### config.mk
export PLATFORM = sky130hd
export DESIGN_NAME = sch_homing
export DESIGN_NICKNAME = d
export VERILOG_FILES = /design/src/inc/sch_pkg.sv /design/src/design/sch_homing.sv
export SDC_FILE = /design/constraint.sdc
export NUM_CORES = 1
export LEC_CHECK = 0
export BUFFER_PORTS_ARGS = -buffer_cell sky130_fd_sc_hd__clkbuf_2
export CAP_MARGIN = 20
export CELL_PAD_IN_SITES_DETAIL_PLACEMENT = 1
export CELL_PAD_IN_SITES_GLOBAL_PLACEMENT = 1
export CORE_UTILIZATION = 36
export DETAILED_ROUTE_END_ITERATION = 8
export PLACE_DENSITY_LB_ADDON = 0.1
export SKIP_LAST_GASP = 1
export SYNTH_ARGS = -nofsm -noshare
export SYNTH_HDL_FRONTEND = slang
export SYNTH_SLANG_ARGS = --single-unit
export TNS_END_PERCENT = 1
### constraint.sdc
create_clock -name clk_in -period 4.2 [get_ports clk_in]
set_input_delay 0.84 -clock clk_in [delete_from_list [all_inputs] [get_ports clk_in]]
set_output_delay 0.84 -clock clk_in [all_outputs]
set_load 0.005 [all_outputs]
### src/inc/sch_pkg.sv
// Constants for the speech codec homing control block.
// Assumes 16-bit sample and parameter words.
package sch_pkg;
  localparam int FRAME_SAMPLES = 160;
  localparam int SAMPLE_BITS = 13;
  localparam int WORD_BITS = 16;
  localparam logic [15:0] ENC_HOME_WORD = 16'h0008;
  localparam int FRAME_BITS = 244;
  localparam int PARAM_WORDS = 57;
  // Spectral words plus first subframe words
  localparam int EARLY_WORDS = 18;
  localparam logic [15:0] LSP_HOME = 16'h7530;      // 30000
  localparam logic [15:0] GAIN_PRED_HOME = 16'hF6B3; // -2381
  localparam logic [31:0] NOISE_SEED_HOME = 32'h70816958;
  localparam logic [15:0] AGC_HOME = 16'h1000;       // 4096
  // Decoder-direction homing frame, in stream order
  localparam logic [0:56][15:0] DEC_HOME_FRAME = {
    16'h0004, 16'h002F, 16'h00B4, 16'h0090, 16'h003E,
    16'h0156, 16'h000B,
    16'h0000, 16'h0001, 16'h000F, 16'h0001, 16'h000D,
    16'h0000, 16'h0008, 16'h0000, 16'h0005, 16'h0000, 16'h0003,
    16'h0036, 16'h0001,
    16'h0001, 16'h0000, 16'h0000, 16'h0001, 16'h0001,
    16'h0000, 16'h0000, 16'h0000, 16'h0000, 16'h0000, 16'h0000,
    16'h0156, 16'h0000,
    16'h0000, 16'h0000, 16'h0000, 16'h0000, 16'h0000,
    16'h0000, 16'h0000, 16'h0000, 16'h0000, 16'h0000, 16'h0000,
    16'h0036, 16'h000B,
    16'h0000, 16'h0000, 16'h0000, 16'h0000, 16'h0000,
    16'h0000, 16'h0000, 16'h0000, 16'h0000, 16'h0000, 16'h0000};
endpackage

### src/design/sch_homing.sv
// Homing detection and home-state control for encoder and decoder paths.
// Assumes inputs synchronous to clk_in and whole frames framed by the datapath.
`timescale 1ns/10ps

// Notes on behaviour
// - Encoder homing frame: 160 equal 13-bit samples, only LSB set.
// - Left-justified in 16-bit words each sample equals 0008 hex.
// - Second and later consecutive decoder homing frames yield encoder homing pattern.
// - Decoder homing frame is one fixed parameter set, starting 0004, 002F, 00B4.
// - Encoder pattern counts only when aligned with internal frame boundaries.
// - Encoder homing frame is first processed and emitted as an ordinary frame.
// - From home state the emitted parameter frame equals the decoder homing frame.
// - After the homing frame the whole encoder returns to home state.
// - Decoder homing frame decoded normally; from home, output replaced by encoder pattern.
// - After that frame the whole decoder returns to home state.
// - In home, decoder may detect homing from spectral and first-subframe words only.
// - Encoder home: memories zero, spectral history 30000, gain -2381, seed 70816958.
// - Parameter frame is 244 bits for 20 ms; decoder detects per frame.
// - Decoder home loads gain-control memory 4096, other memories cleared.
module sch_homing (
  input wire logic clk_in,
  input wire logic rst_in,
  input wire logic [15:0] enc_sample_in,
  input wire logic enc_sample_valid_in,
  input wire logic enc_frame_start_in,
  input wire logic [15:0] enc_param_in,
  input wire logic enc_param_valid_in,
  input wire logic enc_param_first_in,
  input wire logic [15:0] dec_param_in,
  input wire logic dec_param_valid_in,
  input wire logic dec_param_first_in,
  input wire logic [15:0] dec_sample_in,
  input wire logic dec_sample_valid_in,
  input wire logic dec_sample_first_in,
  output logic [15:0] enc_param_out,
  output logic enc_param_valid_out,
  output logic enc_homing_detect_out,
  output logic enc_home_reset_out,
  output logic enc_in_home_out,
  output logic [15:0] enc_lsp_home_out,
  output logic [15:0] enc_gain_mem_home_out,
  output logic [31:0] noise_seed_out,
  output logic [15:0] dec_sample_out,
  output logic dec_sample_valid_out,
  output logic dec_homing_detect_out,
  output logic dec_early_detect_out,
  output logic dec_home_reset_out,
  output logic dec_in_home_out,
  output logic [15:0] dec_agc_home_out
);

  typedef struct packed {
    logic [7:0] enc_cnt;
    logic enc_match;
    logic enc_aligned;
    logic enc_home;
    logic enc_home_start;
    logic enc_hf;
    logic enc_subst;
    logic enc_detect;
    logic [5:0] enc_pcnt;
    logic [15:0] enc_param;
    logic enc_pvalid;
    logic enc_plast;
    logic enc_rst;
    logic [15:0] enc_lsp;
    logic [15:0] enc_gain;
    logic [31:0] seed;
    logic [5:0] dec_pcnt;
    logic dec_match;
    logic dec_home;
    logic dec_home_start;
    logic dec_hf;
    logic dec_subst;
    logic dec_detect;
    logic dec_early;
    logic [7:0] dec_scnt;
    logic [15:0] dec_sample;
    logic dec_svalid;
    logic dec_slast;
    logic dec_rst;
    logic [15:0] dec_agc;
  } sch_state_t;

  sch_state_t cur;
  sch_state_t next_cur;

  // Parameter word compare against the fixed homing frame
  function automatic logic param_hit(input logic [5:0] idx, input logic [15:0] word);
    param_hit = (idx < 6'(sch_pkg::PARAM_WORDS)) &&
                (word == sch_pkg::DEC_HOME_FRAME[idx]);
  endfunction

  always_comb begin
    logic [5:0] eidx;
    logic [5:0] didx;
    logic ehit;
    logic dhit;
    eidx = 6'h00;
    didx = 6'h00;
    ehit = 1'b0;
    dhit = 1'b0;
    next_cur = cur;
    next_cur.enc_detect = 1'b0;
    next_cur.enc_rst = 1'b0;
    next_cur.enc_pvalid = 1'b0;
    next_cur.enc_plast = 1'b0;
    next_cur.dec_detect = 1'b0;
    next_cur.dec_early = 1'b0;
    next_cur.dec_rst = 1'b0;
    next_cur.dec_svalid = 1'b0;
    next_cur.dec_slast = 1'b0;

    // Encoder input: pattern check over one aligned frame
    if (enc_sample_valid_in) begin
      ehit = (enc_sample_in == sch_pkg::ENC_HOME_WORD);
      if (enc_frame_start_in) begin
        next_cur.enc_cnt = 8'h01;
        next_cur.enc_match = ehit;
        next_cur.enc_aligned = 1'b1;
        next_cur.enc_home_start = cur.enc_home;
        next_cur.enc_home = 1'b0;
      end else if (cur.enc_aligned) begin
        next_cur.enc_cnt = cur.enc_cnt + 8'h01;
        next_cur.enc_match = cur.enc_match & ehit;
      end
      if ((enc_frame_start_in || cur.enc_aligned) &&
          (enc_frame_start_in ? 8'h01 : cur.enc_cnt + 8'h01) ==
          8'(sch_pkg::FRAME_SAMPLES)) begin
        next_cur.enc_aligned = 1'b0;
        if (enc_frame_start_in ? ehit : (cur.enc_match & ehit)) begin
          next_cur.enc_detect = 1'b1;
          next_cur.enc_hf = 1'b1;
          next_cur.enc_subst = enc_frame_start_in ? cur.enc_home : cur.enc_home_start;
        end
      end
    end

    // Encoder output: frame passes normally, forced only from home
    if (enc_param_valid_in) begin
      eidx = enc_param_first_in ? 6'h00 : cur.enc_pcnt;
      next_cur.enc_pcnt = eidx + 6'h01;
      next_cur.enc_pvalid = 1'b1;
      next_cur.enc_plast = (eidx == 6'(sch_pkg::PARAM_WORDS - 1));
      next_cur.enc_param = enc_param_in;
      if (cur.enc_hf && cur.enc_subst && eidx < 6'(sch_pkg::PARAM_WORDS)) begin
        next_cur.enc_param = sch_pkg::DEC_HOME_FRAME[eidx];
      end
    end
    if (cur.enc_pvalid && cur.enc_plast && cur.enc_hf) begin
      next_cur.enc_rst = 1'b1;
      next_cur.enc_hf = 1'b0;
      next_cur.enc_subst = 1'b0;
    end
    if (cur.enc_rst) begin
      next_cur.enc_home = 1'b1;
      next_cur.enc_lsp = sch_pkg::LSP_HOME;
      next_cur.enc_gain = sch_pkg::GAIN_PRED_HOME;
      next_cur.seed = sch_pkg::NOISE_SEED_HOME;
    end

    // Decoder input: per-frame parameter compare
    if (dec_param_valid_in) begin
      didx = dec_param_first_in ? 6'h00 : cur.dec_pcnt;
      dhit = param_hit(didx, dec_param_in);
      next_cur.dec_pcnt = didx + 6'h01;
      if (dec_param_first_in) begin
        next_cur.dec_match = dhit;
        next_cur.dec_home_start = cur.dec_home;
        next_cur.dec_home = 1'b0;
      end else begin
        next_cur.dec_match = cur.dec_match & dhit;
      end
      if (didx == 6'(sch_pkg::EARLY_WORDS - 1) &&
          (dec_param_first_in ? cur.dec_home : cur.dec_home_start) &&
          (cur.dec_match & dhit)) begin
        next_cur.dec_early = 1'b1;
      end
      if (didx == 6'(sch_pkg::PARAM_WORDS - 1) && (cur.dec_match & dhit)) begin
        next_cur.dec_detect = 1'b1;
        next_cur.dec_hf = 1'b1;
        next_cur.dec_subst = cur.dec_home_start;
      end
    end

    // Decoder output: decoded samples, replaced when homed
    if (dec_sample_valid_in) begin
      next_cur.dec_scnt = dec_sample_first_in ? 8'h01 : cur.dec_scnt + 8'h01;
      next_cur.dec_svalid = 1'b1;
      next_cur.dec_slast = ((dec_sample_first_in ? 8'h01 : cur.dec_scnt + 8'h01) ==
                           8'(sch_pkg::FRAME_SAMPLES));
      next_cur.dec_sample = (cur.dec_hf && cur.dec_subst) ?
                            sch_pkg::ENC_HOME_WORD : dec_sample_in;
    end
    if (cur.dec_svalid && cur.dec_slast && cur.dec_hf) begin
      next_cur.dec_rst = 1'b1;
      next_cur.dec_hf = 1'b0;
      next_cur.dec_subst = 1'b0;
    end
    if (cur.dec_rst) begin
      next_cur.dec_home = 1'b1;
      next_cur.dec_agc = sch_pkg::AGC_HOME;
    end
  end

  always_ff @(posedge clk_in) begin
    if (rst_in) begin
      cur <= '0;
      cur.enc_home <= 1'b1;
      cur.dec_home <= 1'b1;
      cur.enc_lsp <= sch_pkg::LSP_HOME;
      cur.enc_gain <= sch_pkg::GAIN_PRED_HOME;
      cur.seed <= sch_pkg::NOISE_SEED_HOME;
      cur.dec_agc <= sch_pkg::AGC_HOME;
    end else begin
      cur <= next_cur;
    end
  end

  assign enc_param_out = cur.enc_param;
  assign enc_param_valid_out = cur.enc_pvalid;
  assign enc_homing_detect_out = cur.enc_detect;
  assign enc_home_reset_out = cur.enc_rst;
  assign enc_in_home_out = cur.enc_home;
  assign enc_lsp_home_out = cur.enc_lsp;
  assign enc_gain_mem_home_out = cur.enc_gain;
  assign noise_seed_out = cur.seed;
  assign dec_sample_out = cur.dec_sample;
  assign dec_sample_valid_out = cur.dec_svalid;
  assign dec_homing_detect_out = cur.dec_detect;
  assign dec_early_detect_out = cur.dec_early;
  assign dec_home_reset_out = cur.dec_rst;
  assign dec_in_home_out = cur.dec_home;
  assign dec_agc_home_out = cur.dec_agc;

endmodule // sch_homing

* Word-level counts from Yosys, hierarchy flattened
Memories as Yosys holds them, arrays and structs flattened. Index checks and enable logic that the tools add are counted.
Word-level totals: logic and storage cells 106, bits in read-only memories 2048, memories 2, register bits 80, memory bits (writable) 0, bits of input ports 74, bits in latches 0
Memory list:
- (name not given) | words 64, bits a word 16, rd ports 1, clocked after Yosys merged registers in 0, write ports 0, RTL line sch_homing.sv:91 | (word == sch_pkg::DEC_HOME_FRAME[idx]);
- (name not given) | words 64, bits a word 16, rd ports 1, clocked after Yosys merged registers in 0, write ports 0, RTL line sch_homing.sv:147 | next_cur.enc_param = sch_pkg::DEC_HOME_FRAME[eidx];
Cells by class: shift-type cells 0, equality and inequality tests 7, multiply operators 0, div/mod/pow operators 0, bitwise operators 9, multiplexer cells 25, $lt $le $gt $ge 4, $add $sub $neg 4, reduce and logical (&&, ||, !) cells 29
Operator list (number):
- 16-bit 2-to-1 mux | 6
- 9-bit 2-to-1 mux | 2
- 8-bit by 1-bit adder with 8-bit output, second input constant | 2
- 16-bit equality test | 1
- 16-bit by 4-bit equality test with 1-bit output, second input constant | 1
- 8-bit equality test, second input constant | 2
- 8-bit 2-to-1 mux | 2
- 7-bit greater-or-equal comparator, second input constant | 2
- 6-bit inverter with 7-bit output | 2
- 2-bit OR reduction | 7
- 6-bit by 1-bit adder with 6-bit output, second input constant | 2
- 6-bit equality test, second input constant | 2
- 1-bit logical AND | 12
- 6-bit less-than comparator, second input constant | 2
- 6-bit 2-to-1 mux | 2
- 1-bit 2-to-1 mux | 10
- 2-bit AND reduction | 5
- 6-bit by 5-bit equality test with 1-bit output, second input constant | 1
- 1-bit inverter | 5
- 2-bit 2-to-1 mux | 2
- 2-bit nonzero test | 2
- 3-bit 2-to-1 mux | 1
- 3-bit AND reduction | 1
- 3-bit OR reduction | 1
- other kinds (2) | 3

* Longest topological paths before layout
depth in word-level cells 10, depth in mapped cells 14

* Least setup slack after synthesis
Ideal clock, no wire load.
kind in2reg, start point in dec_param_first_in, end point reg cur (netlist bit dec_early_detect_out), slack 703 ps, arrival 3409 ps, buffers on the path 3, stages 13, path through buf_4 -> buf_2 -> buf_1 -> nor2b_1 -> inv_1 -> ha_1 -> inv_1 -> a2111oi_0 -> o31ai_1 -> a311o_1 -> nor4_4 -> nand3_2 -> nor4_2
On the way: longest elaborated chain between the ends 10
Ends and longest elaborated chain:
- from (decl) | RTL line sch_homing.sv:31 | input wire logic dec_param_first_in,
- 6-bit 2-to-1 mux | RTL line sch_homing.sv:164 | didx = dec_param_first_in ? 6'h00 : cur.dec_pcnt;
- 6-bit inverter with 7-bit output (not written as such) | RTL line sch_homing.sv:91
- memory read 64 x 16 bit
- 16-bit 2-to-1 mux (not written as such) (2 in a row) | RTL line sch_homing.sv:91
- 16-bit equality test | RTL line sch_homing.sv:91
- 1-bit logical AND | RTL line sch_homing.sv:90 | param_hit = (idx < 6'(sch_pkg::PARAM_WORDS)) &&
- 1-bit AND | RTL line sch_homing.sv:176 | (cur.dec_match & dhit)) begin
- 1-bit logical AND * | RTL line sch_homing.sv:175 | (dec_param_first_in ? cur.dec_home : cur.dec_home_start) &&
- 1-bit 2-to-1 mux * | RTL line sch_homing.sv:174 | if (didx == 6'(sch_pkg::EARLY_WORDS - 1) &&
- to (signal assigned) | RTL line sch_homing.sv:216 | cur <= next_cur;
- to (decl) | RTL line sch_homing.sv:85 | sch_state_t cur;
Mark *: on every way between the ends. The rest lies on a longest branch, timed or not. The select of a mux whose other input is x is not followed. A chain may end at the register's enable or synchronous reset.

* Final worst setup path
start point reg cur[50] in the netlist's numbering, end point reg cur (netlist bit dec_early_detect_out)
On the way: longest elaborated chain between the ends 10
Ends and longest elaborated chain (RTL line):
- 6-bit 2-to-1 mux * | sch_homing.sv:164
- 6-bit inverter with 7-bit output (not written as such) | sch_homing.sv:91
- memory read 64 x 16 bit
- 16-bit 2-to-1 mux (not written as such) (2 in a row) | sch_homing.sv:91
- 16-bit equality test | sch_homing.sv:91
- 1-bit logical AND | sch_homing.sv:90
- 1-bit AND | sch_homing.sv:176
- 1-bit logical AND * | sch_homing.sv:175
- 1-bit 2-to-1 mux * | sch_homing.sv:174
Marked as above.

==> results.json <==
{
  "max_freq_mhz": 320,
  "fp-row-count": 45,
  "relSlewSlack_pct": 34.6,
  "dp.cells": 978,
  "crit_family": "simple AND/OR/NAND/NOR gates",
  "worstPathRequired_ps": 4460,
  "netlist_instances": 727,
  "rsz0062_at_grt": "no",
  "clockBufferDepth": 2,
  "clock-sinks": 80,
  "swShare_pct": 25.7,
  "synth_fa_ha_area_share_pct": 5.10,
  "path_max_fanout": 12,
  "drive_above_1_share_pct": 18.5,
  "dp_hpwl_mm": 10.8,
  "crit_buf_inv": 1,
  "p_leak_nw": 2.63,
  "yosys.area_share.simple_pct": 24.2,
  "period_share_pct": 74.4,
  "crit_type": "reg -> reg",
  "core_sq_um": 15300,
  "combPwrFrac_pct": 12.9,
  "yosysSeqAreaShare_pct": 28.4,
  "synthMuxAreaShare_pct": 2.68,
  "numCtsBuffers": 9,
  "cts_resized": 0,
  "hold_violations": 0,
  "vias": 4898,
  "clock_latency_ps": 350,
  "drt-total-wl_mm": 14.6,
  "fin_skew_ps": 11.8,
  "clk_pin_slew_ps": 60,
  "synth-xor-area-share_pct": 1.71,
  "crit_top_cell": "nor2_1",
  "p_int_w": 0.00147,
  "final.setup.tns_ps": 0,
  "switchingPower_w": 0.000509,
  "yosysTopAreaCell": "dfxtp_1",
  "syn_area_sq_um": 5640,
  "drtIter0Drc": 207,
  "track_usage_pct": 18.4,
  "worst_pin_slew_ps": 979,
  "slowest_delay_ps": 580,
  "cp-end-kind": "register",
  "syn_avg_cell_area_sq_um": 7.76,
  "dieArea_sq_um": 16200,
  "overflow": 0,
  "peakVddDrop_v": 0.000193,
  "grt_pass1_vias": 4899,
  "htree_num_levels": 3,
  "fin_util_pct": 40.0,
  "synth-compound-area-share_pct": 17.9,
  "die_w_microns": 127,
  "slew_viol_final": 0,
  "drtAntennaViolNets": 0,
  "synth-seq-cells": 80,
  "hold_buffers": 0,
  "pwr-share-seq_pct": 41.1,
  "root_buffer": "clkbuf_16",
  "grt_max_degree": 38,
  "antenna_found_initial": 0,
  "wire_per_inst_microns": 14.7,
  "power_frac_clock_pct": 46.0,
  "gp_congestion": 0.878,
  "grt_pass1_wl_mm": 24.0,
  "firstDrtPassIters": 4,
  "arrival_ps": 3380,
  "async_reset_ff_share_pct": 0,
  "worstSetupStartpointType": "register",
  "drcViolationCount": 0,
  "ys_top_cells_by_area": "dfxtp_1 28%, buf_4 15%, a21oi_1 5.8%",
  "cpMaxStageDelayCell": "dfxtp_1",
  "nFillCells": 1920,
  "boundaryPins": 195,
  "yosysWarnings": 0,
  "yosysUniqueCellTypes": 70,
  "synth_edf_count": 0,
  "fp.dieH_microns": 127,
  "synth_ff_type": "dfxtp_1",
  "synth_top_area_share_pct": 28.4,
  "hold_slack_ps": 454,
  "tritoncts": "built",
  "layout.nets": 875,
  "path_cells": "nor2b_1 -> inv_1 -> ha_1 -> nor2_1 -> a21oi_1 -> o311ai_0 -> nor2_1 -> nor4_1 -> nand3_2 -> nor4_2",
  "areaGrowthSynthToFinish_pct": 8.12,
  "setup_violations": 0,
  "stdcell_count": 993,
  "min_path_type": "reg -> reg",
  "initial_core_util_pct": 37.0,
  "placement.io_buffers": 114,
  "antenna_cells": 0,
  "min_period_ps": 3120,
  "post_cts_buffers": 0,
  "synth_top_family_by_area": "simple AND/OR/NAND/NOR gates",
  "outcome": "finished, final reports clean",
  "powerDensity_nw_per_um2": 325,
  "via_per_inst": 4.93,
  "maxCapViolations": 0
}
## through the flow
stage | setup slack [ps] | area, sq um | total power (W)
6_report | 1080 | 6100 | 0.00198
5_1_grt | 700 | 6100 | 0.00209
4_1_cts | 1040 | 6100 | 0.00202
3_5_place_dp | 753 | 5760 | 0.00109
3_3_place_gp | 879 | 5750 | 0.00108
2_1_floorplan | 703 | 5930 | 0.00106
## layer usage
layer,part of all wire [%],global-route usage (%)
met1,43,21.6
met2,51,33.2
met3,3.9,3.52
met4,2.1,6.93
met5,0,0
## cells in the final DEF (no fill, tap or decap), types with 4 or more instances in the layout
cell type	synthesis	final
buf_4	115	4
ha_1	23	23
nand2_1	42	42
nor2_1	82	82
inv_1	18	18
clkbuf_16	0	9
a21oi_1	65	65
xnor2_1	4	4
and3_1	9	9
o211ai_1	8	8
nand3_1	25	25
o21ai_0	20	20
nand4_1	4	4
clkbuf_2	0	114
nor2b_1	28	28
nor3_1	21	21
conb_1	2	80
nor3b_1	8	8
mux2i_1	14	14
xor2_1	7	7
a211oi_1	12	12
dfxtp_1	80	80
a22oi_1	5	5
nand2b_1	14	14
nor4_1	7	7
nand3b_1	7	7
o31ai_1	4	4
## layout make-up
cell class              instances  area, sq um  share of cell area (%)
clock inverters                 6          115                    1.89
multi-input cells             549         3210                    52.6
clock buffers                   9          225                    3.69
flip-flops and latches         80         1600                    26.3
repair buffers                119          612                    10.0
well taps                     211          264                    4.33
inverters                      19         71.3                    1.17
## state kept, by name, summed over array words and instances, names as in the netlist
register,count
cur,39
dec_sample_out,16
enc_param_out,16
dec_early_detect_out,1
dec_home_reset_out,1
dec_homing_detect_out,1
dec_in_home_out,1
dec_sample_valid_out,1
enc_home_reset_out,1
enc_homing_detect_out,1
enc_in_home_out,1
enc_param_valid_out,1
## path summary, 6_finish.rpt
| path | to | from | slack [ps] | cells after the start |
|---|---|---|---|---|
| max | dec_early_detect_out | cur[50] | 1080 | 10 |
| min | enc_in_home_out | enc_home_reset_out | 450 | 1 |
| max reg2reg | dec_early_detect_out | cur[50] | 1080 | 10 |
| min reg2reg | enc_in_home_out | enc_home_reset_out | 450 | 1 |
## power groups by stage
stage | Combinational [W] | Sequential, W | Clock (W)
after global placement | 0.000249 | 0.000830 | 0
after CTS | 0.000257 | 0.000815 | 0.000948
after detailed placement | 0.000255 | 0.000832 | 0
after floorplan | 0.000248 | 0.000817 | 0
after global routing | 0.000287 | 0.000819 | 0.000981
final | 0.000255 | 0.000815 | 0.000913
## synth_stat cells (18+ instances only)
library cell,instances
dfxtp_1,80
nor3_1,21
nor2b_1,28
buf_4,115
ha_1,23
nand3_1,25
o21ai_0,20
a21oi_1,65
nand2_1,42
nor2_1,82
clkbuf_1,28
inv_1,18
## kinds of logic after synthesis
kind of cell / count (synthesis)
other: 2
and+or+nand+nor: 265
DFF: 80
buffers and inverters: 176
xor gates and xnor gates: 11
muxes: 15
adders and majority gates: 23
AOI/OAI and AO/OA: 155
(Power assumes the default switching activity.)
